$ cat src/gp_pkg.sv
package gp_pkg;

   // ==========================================================
   // geometry
   localparam int GP_PORTS   = 7;
   localparam int GP_PINS    = 8;
   localparam int GP_ADDR_W  = 15;
   localparam int GP_MUX_W   = 4;
   localparam int GP_ALT_N   = 4;
   localparam int GP_PSEL_HI = 14;
   localparam int GP_PSEL_LO = 12;
   localparam int GP_MASK_HI = 9;
   localparam int GP_MASK_LO = 2;

   // ==========================================================
   // register offsets inside one port window (byte addresses)
   localparam logic [11:0] GP_OFS_DATA_LAST = 12'h3fc;
   localparam logic [11:0] GP_OFS_DIR       = 12'h400;
   localparam logic [11:0] GP_OFS_ISENSE    = 12'h404;
   localparam logic [11:0] GP_OFS_IBOTH     = 12'h408;
   localparam logic [11:0] GP_OFS_IEVENT    = 12'h40c;
   localparam logic [11:0] GP_OFS_IMASK     = 12'h410;
   localparam logic [11:0] GP_OFS_RAWST     = 12'h414;
   localparam logic [11:0] GP_OFS_MSKST     = 12'h418;
   localparam logic [11:0] GP_OFS_ICLR      = 12'h41c;
   localparam logic [11:0] GP_OFS_AFSEL     = 12'h420;
   localparam logic [11:0] GP_OFS_DR2       = 12'h500;
   localparam logic [11:0] GP_OFS_DR4       = 12'h504;
   localparam logic [11:0] GP_OFS_DR8       = 12'h508;
   localparam logic [11:0] GP_OFS_ODR       = 12'h50c;
   localparam logic [11:0] GP_OFS_PUR       = 12'h510;
   localparam logic [11:0] GP_OFS_PDR       = 12'h514;
   localparam logic [11:0] GP_OFS_SLR       = 12'h518;
   localparam logic [11:0] GP_OFS_DIG_EN    = 12'h51c;
   localparam logic [11:0] GP_OFS_PCTL      = 12'h52c;

   // ==========================================================
   // reset values
   localparam int           GP_PORT_A        = 0;
   localparam int           GP_PORT_C        = 2;
   localparam logic [7:0]   GP_RST_ZERO      = 8'h00;
   localparam logic [7:0]   GP_RST_DR2       = 8'hff;
   localparam logic [7:0]   GP_RST_A_AF      = 8'h3f;
   localparam logic [31:0]  GP_RST_A_PCTL    = 32'h0011_1111;
   localparam logic [7:0]   GP_RST_C_AF      = 8'h0f;
   localparam logic [7:0]   GP_RST_C_PUR     = 8'h0f;
   localparam logic [31:0]  GP_RST_C_PCTL    = 32'h0000_3333;

   // ==========================================================
   // types
   typedef struct packed {
      logic [7:0]  data;
      logic [7:0]  dir;
      logic [7:0]  isense;
      logic [7:0]  iboth;
      logic [7:0]  ievent;
      logic [7:0]  imask;
      logic [7:0]  rawst;
      logic [7:0]  afsel;
      logic [7:0]  dr2;
      logic [7:0]  dr4;
      logic [7:0]  dr8;
      logic [7:0]  odr;
      logic [7:0]  pur;
      logic [7:0]  pdr;
      logic [7:0]  slr;
      logic [7:0]  digital_enable_reg;
      logic [31:0] pctl;
      logic [7:0]  sync1;
      logic [7:0]  sync2;
      logic [7:0]  prev;
   } gp_port_t;

   typedef struct packed {
      gp_port_t [GP_PORTS-1:0] port;
      logic [31:0]             rdata;
   } gp_state_t;

   typedef struct packed {
      logic [7:0] pull_up;
      logic [7:0] pull_down;
      logic [7:0] open_drain;
      logic [7:0] drive_2ma;
      logic [7:0] drive_4ma;
      logic [7:0] drive_8ma;
      logic [7:0] slew_ctl;
      logic [7:0] analog_sel;
   } gp_pad_t;

   function automatic gp_state_t gp_reset_state();
      gp_state_t s;
      s = '0;
      for (int p = 0; p < GP_PORTS; p++) begin
         s.port[p].dr2 = GP_RST_DR2;
      end
      s.port[GP_PORT_A].afsel = GP_RST_A_AF;
      s.port[GP_PORT_A].digital_enable_reg = GP_RST_A_AF;
      s.port[GP_PORT_A].pctl  = GP_RST_A_PCTL;
      s.port[GP_PORT_C].afsel = GP_RST_C_AF;
      s.port[GP_PORT_C].digital_enable_reg = GP_RST_C_AF;
      s.port[GP_PORT_C].pur   = GP_RST_C_PUR;
      s.port[GP_PORT_C].pctl  = GP_RST_C_PCTL;
      return s;
   endfunction

   localparam gp_state_t GP_RST_STATE = gp_reset_state();

endpackage

$ cat src/gp_port_bank.sv
// Design decisions made here: strobed register access and the register offsets.
`timescale 1ns/10ps

// Behaviour
// (RULE1) seven independent ports, A through G
// (RULE2) output may change every clock
// (RULE3) edge or level interrupt sense, per-pin mask
// (RULE4) data access masked by address bits
// (RULE5) digital enable clear disconnects digital paths
// (RULE6) afsel, digital enable, mux code route peripheral
// (RULE7) function select independent for each pin
// (RULE8) other pins reset to tri-stated gpio
// (RULE9) reset restores every pin default
// (RULE10) port A and C non-zero defaults
// (RULE11) drive strength, pulls, open drain, slew
// (RULE12) address bits 9:2 form data mask
// (RULE13) direction selects capture or drive
// (RULE14) edge interrupt sticky until cleared; one per port
// (RULE15) pin inputs synchronised before use
// (RULE16) disabled pin reads zero, no interrupt
module gp_port_bank
   import gp_pkg::*;
(
   input  logic                                        clk_i,
   input  logic                                        reset_i,
   input  logic [GP_ADDR_W-1:0]                        addr_i,
   input  logic [31:0]                                 wdata_i,
   input  logic                                        wr_i,
   input  logic                                        rd_i,
   output logic [31:0]                                 rdata_o,
   output logic [GP_PORTS-1:0]                         irq_o,
   input  logic [GP_PORTS-1:0][GP_PINS-1:0]            pin_in_i,
   output logic [GP_PORTS-1:0][GP_PINS-1:0]            pin_out_o,
   output logic [GP_PORTS-1:0][GP_PINS-1:0]            pin_oe_o,
   input  logic [GP_PORTS-1:0][GP_PINS-1:0][GP_ALT_N-1:0] alt_out_i,
   input  logic [GP_PORTS-1:0][GP_PINS-1:0][GP_ALT_N-1:0] alt_oe_i,
   output logic [GP_PORTS-1:0][GP_PINS-1:0]            alt_in_o,
   output gp_pad_t [GP_PORTS-1:0]                      pad_o
);

   // ==========================================================
   // state
   gp_state_t st_ff;
   gp_state_t nxt_st;

   logic [2:0]  sel_port;
   logic [11:0] ofs;
   logic [7:0]  amask;

   assign sel_port = addr_i[GP_PSEL_HI:GP_PSEL_LO];
   assign ofs      = {addr_i[11:2], 2'b00};
   assign amask    = addr_i[GP_MASK_HI:GP_MASK_LO];  // [RULE12]

   // ==========================================================
   // next state
   always_comb begin
      logic [7:0] rise;
      logic [7:0] fall;
      logic [7:0] edge_ev;
      logic [7:0] lvl_ev;
      logic [7:0] clr;
      logic [7:0] w8;
      logic       hit;
      rise    = '0;
      fall    = '0;
      edge_ev = '0;
      lvl_ev  = '0;
      clr     = '0;
      w8      = wdata_i[7:0];
      hit     = 1'b0;
      nxt_st  = st_ff;
      nxt_st.rdata = '0;
      for (int p = 0; p < GP_PORTS; p++) begin  // [RULE1]
         hit = (sel_port == 3'(p));
         // first stage feeds only the second
         nxt_st.port[p].sync1 = pin_in_i[p];  // [RULE15]
         nxt_st.port[p].sync2 = st_ff.port[p].sync1;
         nxt_st.port[p].prev  = st_ff.port[p].sync2;
         // inputs captured into the data register
         nxt_st.port[p].data = (st_ff.port[p].data & st_ff.port[p].dir)
                             | (st_ff.port[p].sync2 & ~st_ff.port[p].dir);  // [RULE13]

         // interrupt detection on synchronised, enabled pins
         rise    = st_ff.port[p].sync2 & ~st_ff.port[p].prev;
         fall    = ~st_ff.port[p].sync2 & st_ff.port[p].prev;
         edge_ev = (st_ff.port[p].iboth & (rise | fall))
                 | (~st_ff.port[p].iboth & st_ff.port[p].ievent & rise)
                 | (~st_ff.port[p].iboth & ~st_ff.port[p].ievent & fall);  // [RULE3]
         lvl_ev  = (st_ff.port[p].ievent & st_ff.port[p].sync2)
                 | (~st_ff.port[p].ievent & ~st_ff.port[p].sync2);  // [RULE3]
         clr     = (wr_i && hit && ofs == GP_OFS_ICLR) ? w8 : 8'h00;
         // set wins over a clear in the same cycle
         nxt_st.port[p].rawst = st_ff.port[p].digital_enable_reg
                              & ((st_ff.port[p].isense & lvl_ev)
                              | (~st_ff.port[p].isense
                                 & ((st_ff.port[p].rawst & ~clr) | edge_ev)));  // [RULE14] [RULE16]

         // register writes
         if (wr_i && hit) begin
            if (ofs <= GP_OFS_DATA_LAST) begin
               // only driven bits keep a written value
               nxt_st.port[p].data = (nxt_st.port[p].data & ~(amask & st_ff.port[p].dir))
                                   | (w8 & amask & st_ff.port[p].dir);  // [RULE4] [RULE12] [RULE2]
            end else if (ofs == GP_OFS_DIR) begin
               nxt_st.port[p].dir = w8;
            end else if (ofs == GP_OFS_ISENSE) begin
               nxt_st.port[p].isense = w8;
            end else if (ofs == GP_OFS_IBOTH) begin
               nxt_st.port[p].iboth = w8;
            end else if (ofs == GP_OFS_IEVENT) begin
               nxt_st.port[p].ievent = w8;
            end else if (ofs == GP_OFS_IMASK) begin
               nxt_st.port[p].imask = w8;  // [RULE3]
            end else if (ofs == GP_OFS_AFSEL) begin
               nxt_st.port[p].afsel = w8;  // [RULE6]
            end else if (ofs == GP_OFS_DR2) begin
               // at most one drive select is set per pin
               nxt_st.port[p].dr2 = w8;  // [RULE11]
               nxt_st.port[p].dr4 = st_ff.port[p].dr4 & ~w8;
               nxt_st.port[p].dr8 = st_ff.port[p].dr8 & ~w8;
            end else if (ofs == GP_OFS_DR4) begin
               nxt_st.port[p].dr4 = w8;  // [RULE11]
               nxt_st.port[p].dr2 = st_ff.port[p].dr2 & ~w8;
               nxt_st.port[p].dr8 = st_ff.port[p].dr8 & ~w8;
            end else if (ofs == GP_OFS_DR8) begin
               nxt_st.port[p].dr8 = w8;  // [RULE11]
               nxt_st.port[p].dr2 = st_ff.port[p].dr2 & ~w8;
               nxt_st.port[p].dr4 = st_ff.port[p].dr4 & ~w8;
            end else if (ofs == GP_OFS_ODR) begin
               nxt_st.port[p].odr = w8;
            end else if (ofs == GP_OFS_PUR) begin
               // pulls are exclusive per pin
               nxt_st.port[p].pur = w8;  // [RULE11]
               nxt_st.port[p].pdr = st_ff.port[p].pdr & ~w8;
            end else if (ofs == GP_OFS_PDR) begin
               nxt_st.port[p].pdr = w8;  // [RULE11]
               nxt_st.port[p].pur = st_ff.port[p].pur & ~w8;
            end else if (ofs == GP_OFS_SLR) begin
               nxt_st.port[p].slr = w8;
            end else if (ofs == GP_OFS_DIG_EN) begin
               nxt_st.port[p].digital_enable_reg = w8;  // [RULE5]
            end else if (ofs == GP_OFS_PCTL) begin
               nxt_st.port[p].pctl = wdata_i;  // [RULE6]
            end
         end

         // register reads, answered the next cycle
         if (rd_i && hit) begin
            if (ofs <= GP_OFS_DATA_LAST) begin
               nxt_st.rdata = {24'h0, st_ff.port[p].data & st_ff.port[p].digital_enable_reg
                               & amask};  // [RULE4] [RULE16]
            end else if (ofs == GP_OFS_DIR) begin
               nxt_st.rdata = {24'h0, st_ff.port[p].dir};
            end else if (ofs == GP_OFS_ISENSE) begin
               nxt_st.rdata = {24'h0, st_ff.port[p].isense};
            end else if (ofs == GP_OFS_IBOTH) begin
               nxt_st.rdata = {24'h0, st_ff.port[p].iboth};
            end else if (ofs == GP_OFS_IEVENT) begin
               nxt_st.rdata = {24'h0, st_ff.port[p].ievent};
            end else if (ofs == GP_OFS_IMASK) begin
               nxt_st.rdata = {24'h0, st_ff.port[p].imask};
            end else if (ofs == GP_OFS_RAWST) begin
               nxt_st.rdata = {24'h0, st_ff.port[p].rawst};
            end else if (ofs == GP_OFS_MSKST) begin
               nxt_st.rdata = {24'h0, st_ff.port[p].rawst & st_ff.port[p].imask};
            end else if (ofs == GP_OFS_AFSEL) begin
               nxt_st.rdata = {24'h0, st_ff.port[p].afsel};
            end else if (ofs == GP_OFS_DR2) begin
               nxt_st.rdata = {24'h0, st_ff.port[p].dr2};
            end else if (ofs == GP_OFS_DR4) begin
               nxt_st.rdata = {24'h0, st_ff.port[p].dr4};
            end else if (ofs == GP_OFS_DR8) begin
               nxt_st.rdata = {24'h0, st_ff.port[p].dr8};
            end else if (ofs == GP_OFS_ODR) begin
               nxt_st.rdata = {24'h0, st_ff.port[p].odr};
            end else if (ofs == GP_OFS_PUR) begin
               nxt_st.rdata = {24'h0, st_ff.port[p].pur};
            end else if (ofs == GP_OFS_PDR) begin
               nxt_st.rdata = {24'h0, st_ff.port[p].pdr};
            end else if (ofs == GP_OFS_SLR) begin
               nxt_st.rdata = {24'h0, st_ff.port[p].slr};
            end else if (ofs == GP_OFS_DIG_EN) begin
               nxt_st.rdata = {24'h0, st_ff.port[p].digital_enable_reg};
            end else if (ofs == GP_OFS_PCTL) begin
               nxt_st.rdata = st_ff.port[p].pctl;
            end
         end
      end
   end

   // ==========================================================
   // registers
   always_ff @(posedge clk_i or posedge reset_i) begin
      if (reset_i) begin
         st_ff <= GP_RST_STATE;  // [RULE8] [RULE9] [RULE10]
      end else begin
         st_ff <= nxt_st;
      end
   end

   assign rdata_o = st_ff.rdata;

   // ==========================================================
   // pin and peripheral routing
   always_comb begin
      logic [GP_MUX_W-1:0] code;
      logic                drv;
      logic                en;
      code      = '0;
      drv       = 1'b0;
      en        = 1'b0;
      pin_out_o = '0;
      pin_oe_o  = '0;
      alt_in_o  = '0;
      for (int p = 0; p < GP_PORTS; p++) begin
         irq_o[p] = |(st_ff.port[p].rawst & st_ff.port[p].imask);  // [RULE14] [RULE3]
         pad_o[p].pull_up    = st_ff.port[p].pur;
         pad_o[p].pull_down  = st_ff.port[p].pdr;
         pad_o[p].open_drain = st_ff.port[p].odr;
         pad_o[p].drive_2ma  = st_ff.port[p].dr2;
         pad_o[p].drive_4ma  = st_ff.port[p].dr4;
         pad_o[p].drive_8ma  = st_ff.port[p].dr8;
         pad_o[p].slew_ctl   = st_ff.port[p].slr & st_ff.port[p].dr8;  // [RULE11]
         pad_o[p].analog_sel = ~st_ff.port[p].digital_enable_reg;  // [RULE5]
         for (int i = 0; i < GP_PINS; i++) begin
            // each pin reads only its own mux code
            code = st_ff.port[p].pctl[i*GP_MUX_W +: GP_MUX_W];  // [RULE7]
            if (st_ff.port[p].afsel[i]) begin
               // codes beyond the wired functions leave the pin idle
               if (code < GP_MUX_W'(GP_ALT_N)) begin
                  drv = alt_out_i[p][i][code[1:0]];  // [RULE6]
                  en  = alt_oe_i[p][i][code[1:0]];
               end else begin
                  drv = 1'b0;
                  en  = 1'b0;
               end
            end else begin
               drv = st_ff.port[p].data[i];  // [RULE13]
               en  = st_ff.port[p].dir[i];
            end
            en = en & st_ff.port[p].digital_enable_reg[i];  // [RULE5]
            if (st_ff.port[p].odr[i]) begin
               // open drain only ever pulls low
               pin_out_o[p][i] = 1'b0;  // [RULE11]
               pin_oe_o[p][i]  = en & ~drv;
            end else begin
               pin_out_o[p][i] = drv;
               pin_oe_o[p][i]  = en;
            end
            alt_in_o[p][i] = st_ff.port[p].afsel[i] & st_ff.port[p].digital_enable_reg[i]
                           & st_ff.port[p].sync2[i];  // [RULE6] [RULE5]
         end
      end
   end

endmodule

$ cat config.mk
export PLATFORM = sky130hd
export DESIGN_NAME = gp_port_bank
export DESIGN_NICKNAME = d
export VERILOG_FILES = /design/src/gp_pkg.sv /design/src/gp_port_bank.sv
export SDC_FILE = /design/constraint.sdc
export NUM_CORES = 2
export LEC_CHECK = 0
export ABC_AREA = 1
export BUFFER_PORTS_ARGS = -buffer_cell sky130_fd_sc_hd__buf_2
export CAP_MARGIN = 20
export CORE_AREA = 2 2 472 474
export CTS_BUF_LIST = sky130_fd_sc_hd__clkbuf_8
export DETAILED_ROUTE_END_ITERATION = 7
export DIE_AREA = 0 0 474 476
export PLACE_DENSITY = 0.64
export SETUP_SLACK_MARGIN = 0.5
export SLEW_MARGIN = 20
export SYNTH_ARGS = -nofsm -noshare
export SYNTH_HDL_FRONTEND = slang
export SYNTH_SLANG_ARGS = --single-unit
$ cat constraint.sdc
create_clock -name clk_i -period 41.7 [get_ports clk_i]
set_input_delay 8.34 -clock clk_i [delete_from_list [all_inputs] [get_ports clk_i]]
set_output_delay 8.34 -clock clk_i [all_outputs]
set_load 0.005 [all_outputs]
Word-level counts from Yosys, hierarchy flattened
Cells that the tools add are included.
{ "classes": {"magnitude_cmp": 113, "n_eq_ne": 24, "muxes": 819, "bitwise": 605, "n_reduce_logical": 115} }
{ "op_table": {"columns": ["operator", "count"], "rows": [
  ["32-bit 2-to-1 mux", 140],
  ["8-bit AND", 190],
  ["24-bit 2-to-1 mux", 28],
  ["8-bit NOT", 64],
  ["1-bit 2-to-1 mux", 448],
  ["8-bit 2-to-1 mux", 56],
  ["8-bit OR", 56],
  ["16-bit 2-to-1 mux", 21],
  ["48-bit 2-to-1 mux", 7],
  ["40-bit 2-to-1 mux", 7],
  ["1-bit AND", 224],
  ["1-bit binary-select mux with 2-bit select", 112],
  ["4-bit by 3-bit less-than comparator with 1-bit output, second input constant", 56],
  ["10-bit by 9-bit equality test with 1-bit output, second input constant", 18],
  ["2-bit by 3-bit less-than comparator with 1-bit output, second input constant", 56],
  ["17-bit AND reduction", 7],
  ["16-bit AND reduction", 7],
  ["15-bit AND reduction", 7],
  ["13-bit AND reduction", 7],
  ["12-bit AND reduction", 7],
  ["1-bit NOT", 71],
  ["9-bit AND reduction", 7],
  ["8-bit AND reduction", 7],
  ["8-bit OR reduction", 7],
  ["other kinds (13)", 66]
]} }
{ "word_totals": {"ff_bits": 1320, "input_bits": 555, "output_inout_bits": 655, "elab_cells": 1817} }

Longest topological paths before layout
{ "logic_depth": {"word_depth": 134, "mapped_depth": 123} }

Worst setup path after synthesis
Ideal clock, no wire load.
{ "synth_timing": {"path_type": "in2out", "from": "in alt_out_i[24] (netlist name)", "to": "out pin_out_o[6] (netlist name)", "t_arrival_ns": 9.032, "required_ns": 33.360, "path_slack_ns": 24.328, "path_stages": 6, "path_buffers": 0, "cell_sequence": "nor2_1 o32ai_1 nand3_1 o21ai_0 inv_1 nor2_1"} }
{ "synth_rtl": {"columns": ["item", "line_no", "rtl"], "rows": [
  ["start, declared", "gp_port_bank.sv:35", "input logic [GP_PORTS-1:0][GP_PINS-1:0][GP_ALT_N-1:0] alt_out_i,"],
  ["end, declared", "gp_port_bank.sv:33", "output logic [GP_PORTS-1:0][GP_PINS-1:0] pin_out_o,"]
]} }

==> results.yml <==
worst_setup_path:
  start_kind: "input pin"
  cp_slowest_cell: "buf_4"
  critPathMostFrequentCell: "nand2_1"
  r2r_start: "pad_o[49]"
  critPathBufInv: 5
  cpPeakStageDelay_ps: 490
  critPathKind: "in2reg"
  cp.required_ps: 42570
  ff2ff_setup_slack_ps: 29640
  ff2ff_path_depth: 114
  r2r_end: "rdata_o[1]"
  critPathArrivalTime_ps: 21890
  end_kind: "flop"
  crit_fanout: 42
  critPathTopFamily: "simple AND/OR/NAND/NOR gates"
detailed_routing:
  wirelength_um: 459000
  drt.antenna.violating_nets: 0
  vias_per_cell: 5.76
  via_count: 76900
  drt_drc_violations_left: 0
  wl_per_cell_um: 34.3
  drt_iter0_markers: 11600
  drtPass1Iterations: 7
synthesis:
  synth_cell_types: 49
  synthArstFlopShare_pct: 100
  avgSynthCellArea_um2: 7.76
  netlist.area_leader.share_pct: 42.3
  synth_edf_count: 0
  synth_area_leaders: "dfrtp_1, o21ai_0, nand2_1"
  ys.flop_type: "dfrtp_1"
  synth_cells: 9345
  ys_seq_area_share_pct: 45.7
  ys_warn_count: 0
  synth-seq-cells: 1320
  yosysTopAreaCell: "dfrtp_1"
  synth_area_mm2: 0.0726
  syn_nets: 10000
clock_tree:
  htreeDepth: 4
  cts.sinks: 1320
  cts_hold_buf: 0
  tritoncts: "built"
  clk_pin_slew_ps: 60
  cts_buffer_depth: 3
  cts_buffers: 234
  cts-resized-gates: 0
  clock_latency_ps: 1090
  cts-root-buf: "clkbuf_8"
  postCtsSetupRepairBufs: 0
worst_hold_path:
  holdPathEnd: "nxt_st[217]"
  holdPathStages: 0
  hold_path_class: "reg2reg"
  hold_start: "nxt_st[225]"
global_routing:
  grt_max_degree: 166
  overflow: 0
  grt_pass1_wl_um: 603000
  grt_pass1_vias: 69700
  grt_usage_pct: 39.3
  grt_antenna_before_repair: 73
floorplan:
  start_util_pct: 32.8
  die_y_um: 476
  rows: 173
  die_w_um: 474
  num_io_pins: 1210
  die_area_mm2: 0.226
  core_region_area_mm2: 0.221
run_status:
  status: "finished clean"
timing:
  fmax_ghz: 0.0476
  fin_tns_setup_ps: 0
  hold_slack_ps: 326
  finalHoldViolations: 0
  tightest_slew_ps: 1320
  slew_headroom_pct: 12.0
  rsz0062_at_grt: "false"
  skew_ps: 84.8
  final_max_slew_viol_count: 0
  period_needed_ps: 21030
  setup_viol: 0
  fin_crit_sh_pct: 50.4
cells_and_area:
  final_common_cell: "nand2_1"
  drive_gt1_share_pct: 19.5
  n_fill_cell: 23500
  most-common-layout-cells: "nand2_1, o21ai_0, dfrtp_1, buf_2, inv_1"
  finalNetCount: 10800
  final-instance-count-excl-fill: 13400
  syn2layout_area_growth_pct: 16.6
place:
  placement.io_buffers: 1207
  dp_hpwl_um: 353000
  dp.cells: 12900
  globalplace.congestion: 1.04
pwr:
  p_leak_nw: 41.5
  power.total_w: 0.00291
  p_per_area_mw_per_mm2: 34.4
  vdd_drop_max_uv: 35.1
run:
  max_cap_viol_count: 0
logic make-up (layout without fill, tap and decap cells):
group / after synthesis / in the layout / synth area share, %
simple gates: 3282 / 3282 / 17.8
mux: 101 / 101 / 1.48
other cells: 0 / 44 / 0
fa+ha+maj: 112 / 112 / 1.93
buf+inv: 1751 / 2756 / 11.3
flops: 1320 / 1320 / 45.7
compound gates: 2779 / 2779 / 21.9
metal layers:
| metal | up-vias | global-route usage (%) | share of wire, % |
|---|---|---|---|
| li1 | 32700 | - | - |
| met1 | 37000 | 45.7 | 35 |
| met2 | 5954 | 57.1 | 41 |
| met3 | 1327 | 14.6 | 13 |
| met4 | 36 | 33.7 | 10 |
| met5 | - | 0 | 0.052 |
layout make-up:
class / count / area (µm²) / share of cell area [%]
Multi-Input combinational cell: 6274 / 31400 / 37.1
Tap cell: 2975 / 3720 / 4.40
Inverter: 931 / 3500 / 4.14
Clock buffer: 290 / 3990 / 4.72
Antenna cell: 44 / 110 / 0.130
Clock inverter: 140 / 1180 / 1.40
Sequential cell: 1320 / 33100 / 39.2
Timing Repair Buffer: 1395 / 7520 / 8.89
report_power, final:
part	total [W]	internal, W	switching, W
Combinational	0.000228	0.0000549	0.000173
Sequential	0.00131	0.00130	0.0000163
Clock	0.00137	0.000738	0.000634
Total	0.00291	0.00209	0.000823
per-stage QoR:
stage / utilization (%) / setup WS, ps / instance area [µm²]
after floorplan: - / 15180 / 72600
after global placement: 35.8 / 20430 / 79200
after CTS: 38.2 / 21530 / 84400
after global routing: 38.2 / 20250 / 84500
after detailed placement: 35.8 / 20480 / 79200
final: 38.3 / 20670 / 84600
worst max path at each step:
stage / start / end / cells after the start
after floorplan: reset_i / nxt_st[1136] / 1
after global placement: addr_i[9] / rdata_o[5] / 123
after detailed placement: addr_i[9] / rdata_o[5] / 123
after CTS: addr_i[9] / rdata_o[5] / 123
after global routing: addr_i[9] / rdata_o[5] / 123
final: addr_i[9] / rdata_o[5] / 123
worst register-to-register path: cells and delay by family (launching register included):
family / cells / cell delay (ps)
flops: 1 / 450
simple gates: 112 / 10590
compound gates: 2 / 870
synth_stat cells, types with 4 or more instances:
| library cell | n |
|---|---|
| nand2_1 | 2202 |
| o21ai_0 | 1799 |
| dfrtp_1 | 1226 |
| inv_1 | 895 |
| nor2_1 | 761 |
| buf_4 | 402 |
| clkbuf_1 | 324 |
| a21oi_1 | 322 |
| a221oi_1 | 140 |
| nor3_1 | 128 |
| nand3_1 | 114 |
| ha_1 | 112 |
| dfstp_2 | 94 |
| a211oi_1 | 68 |
| a22oi_1 | 65 |
| o22ai_1 | 65 |
| buf_2 | 61 |
| o32ai_1 | 58 |
| o211ai_1 | 54 |
| mux2i_1 | 53 |
| o311ai_0 | 51 |
| a311oi_1 | 50 |
| mux2_2 | 48 |
| a22o_1 | 33 |
| buf_1 | 31 |
| nand4_1 | 28 |
| a31oi_1 | 25 |
| inv_2 | 23 |
| or2_2 | 21 |
| o21ai_1 | 17 |
| o221ai_1 | 16 |
| clkinv_1 | 13 |
| nor2_4 | 7 |
| or4_1 | 6 |
| o2111ai_1 | 5 |
| nand2_2 | 4 |
registers in the layout (all words and copies together) (netlist names):
register,flops
st_ff,840
pad_o,336
rdata_o,32
nxt_st,112
No activity file was read; power rests on OpenSTA's default activity.
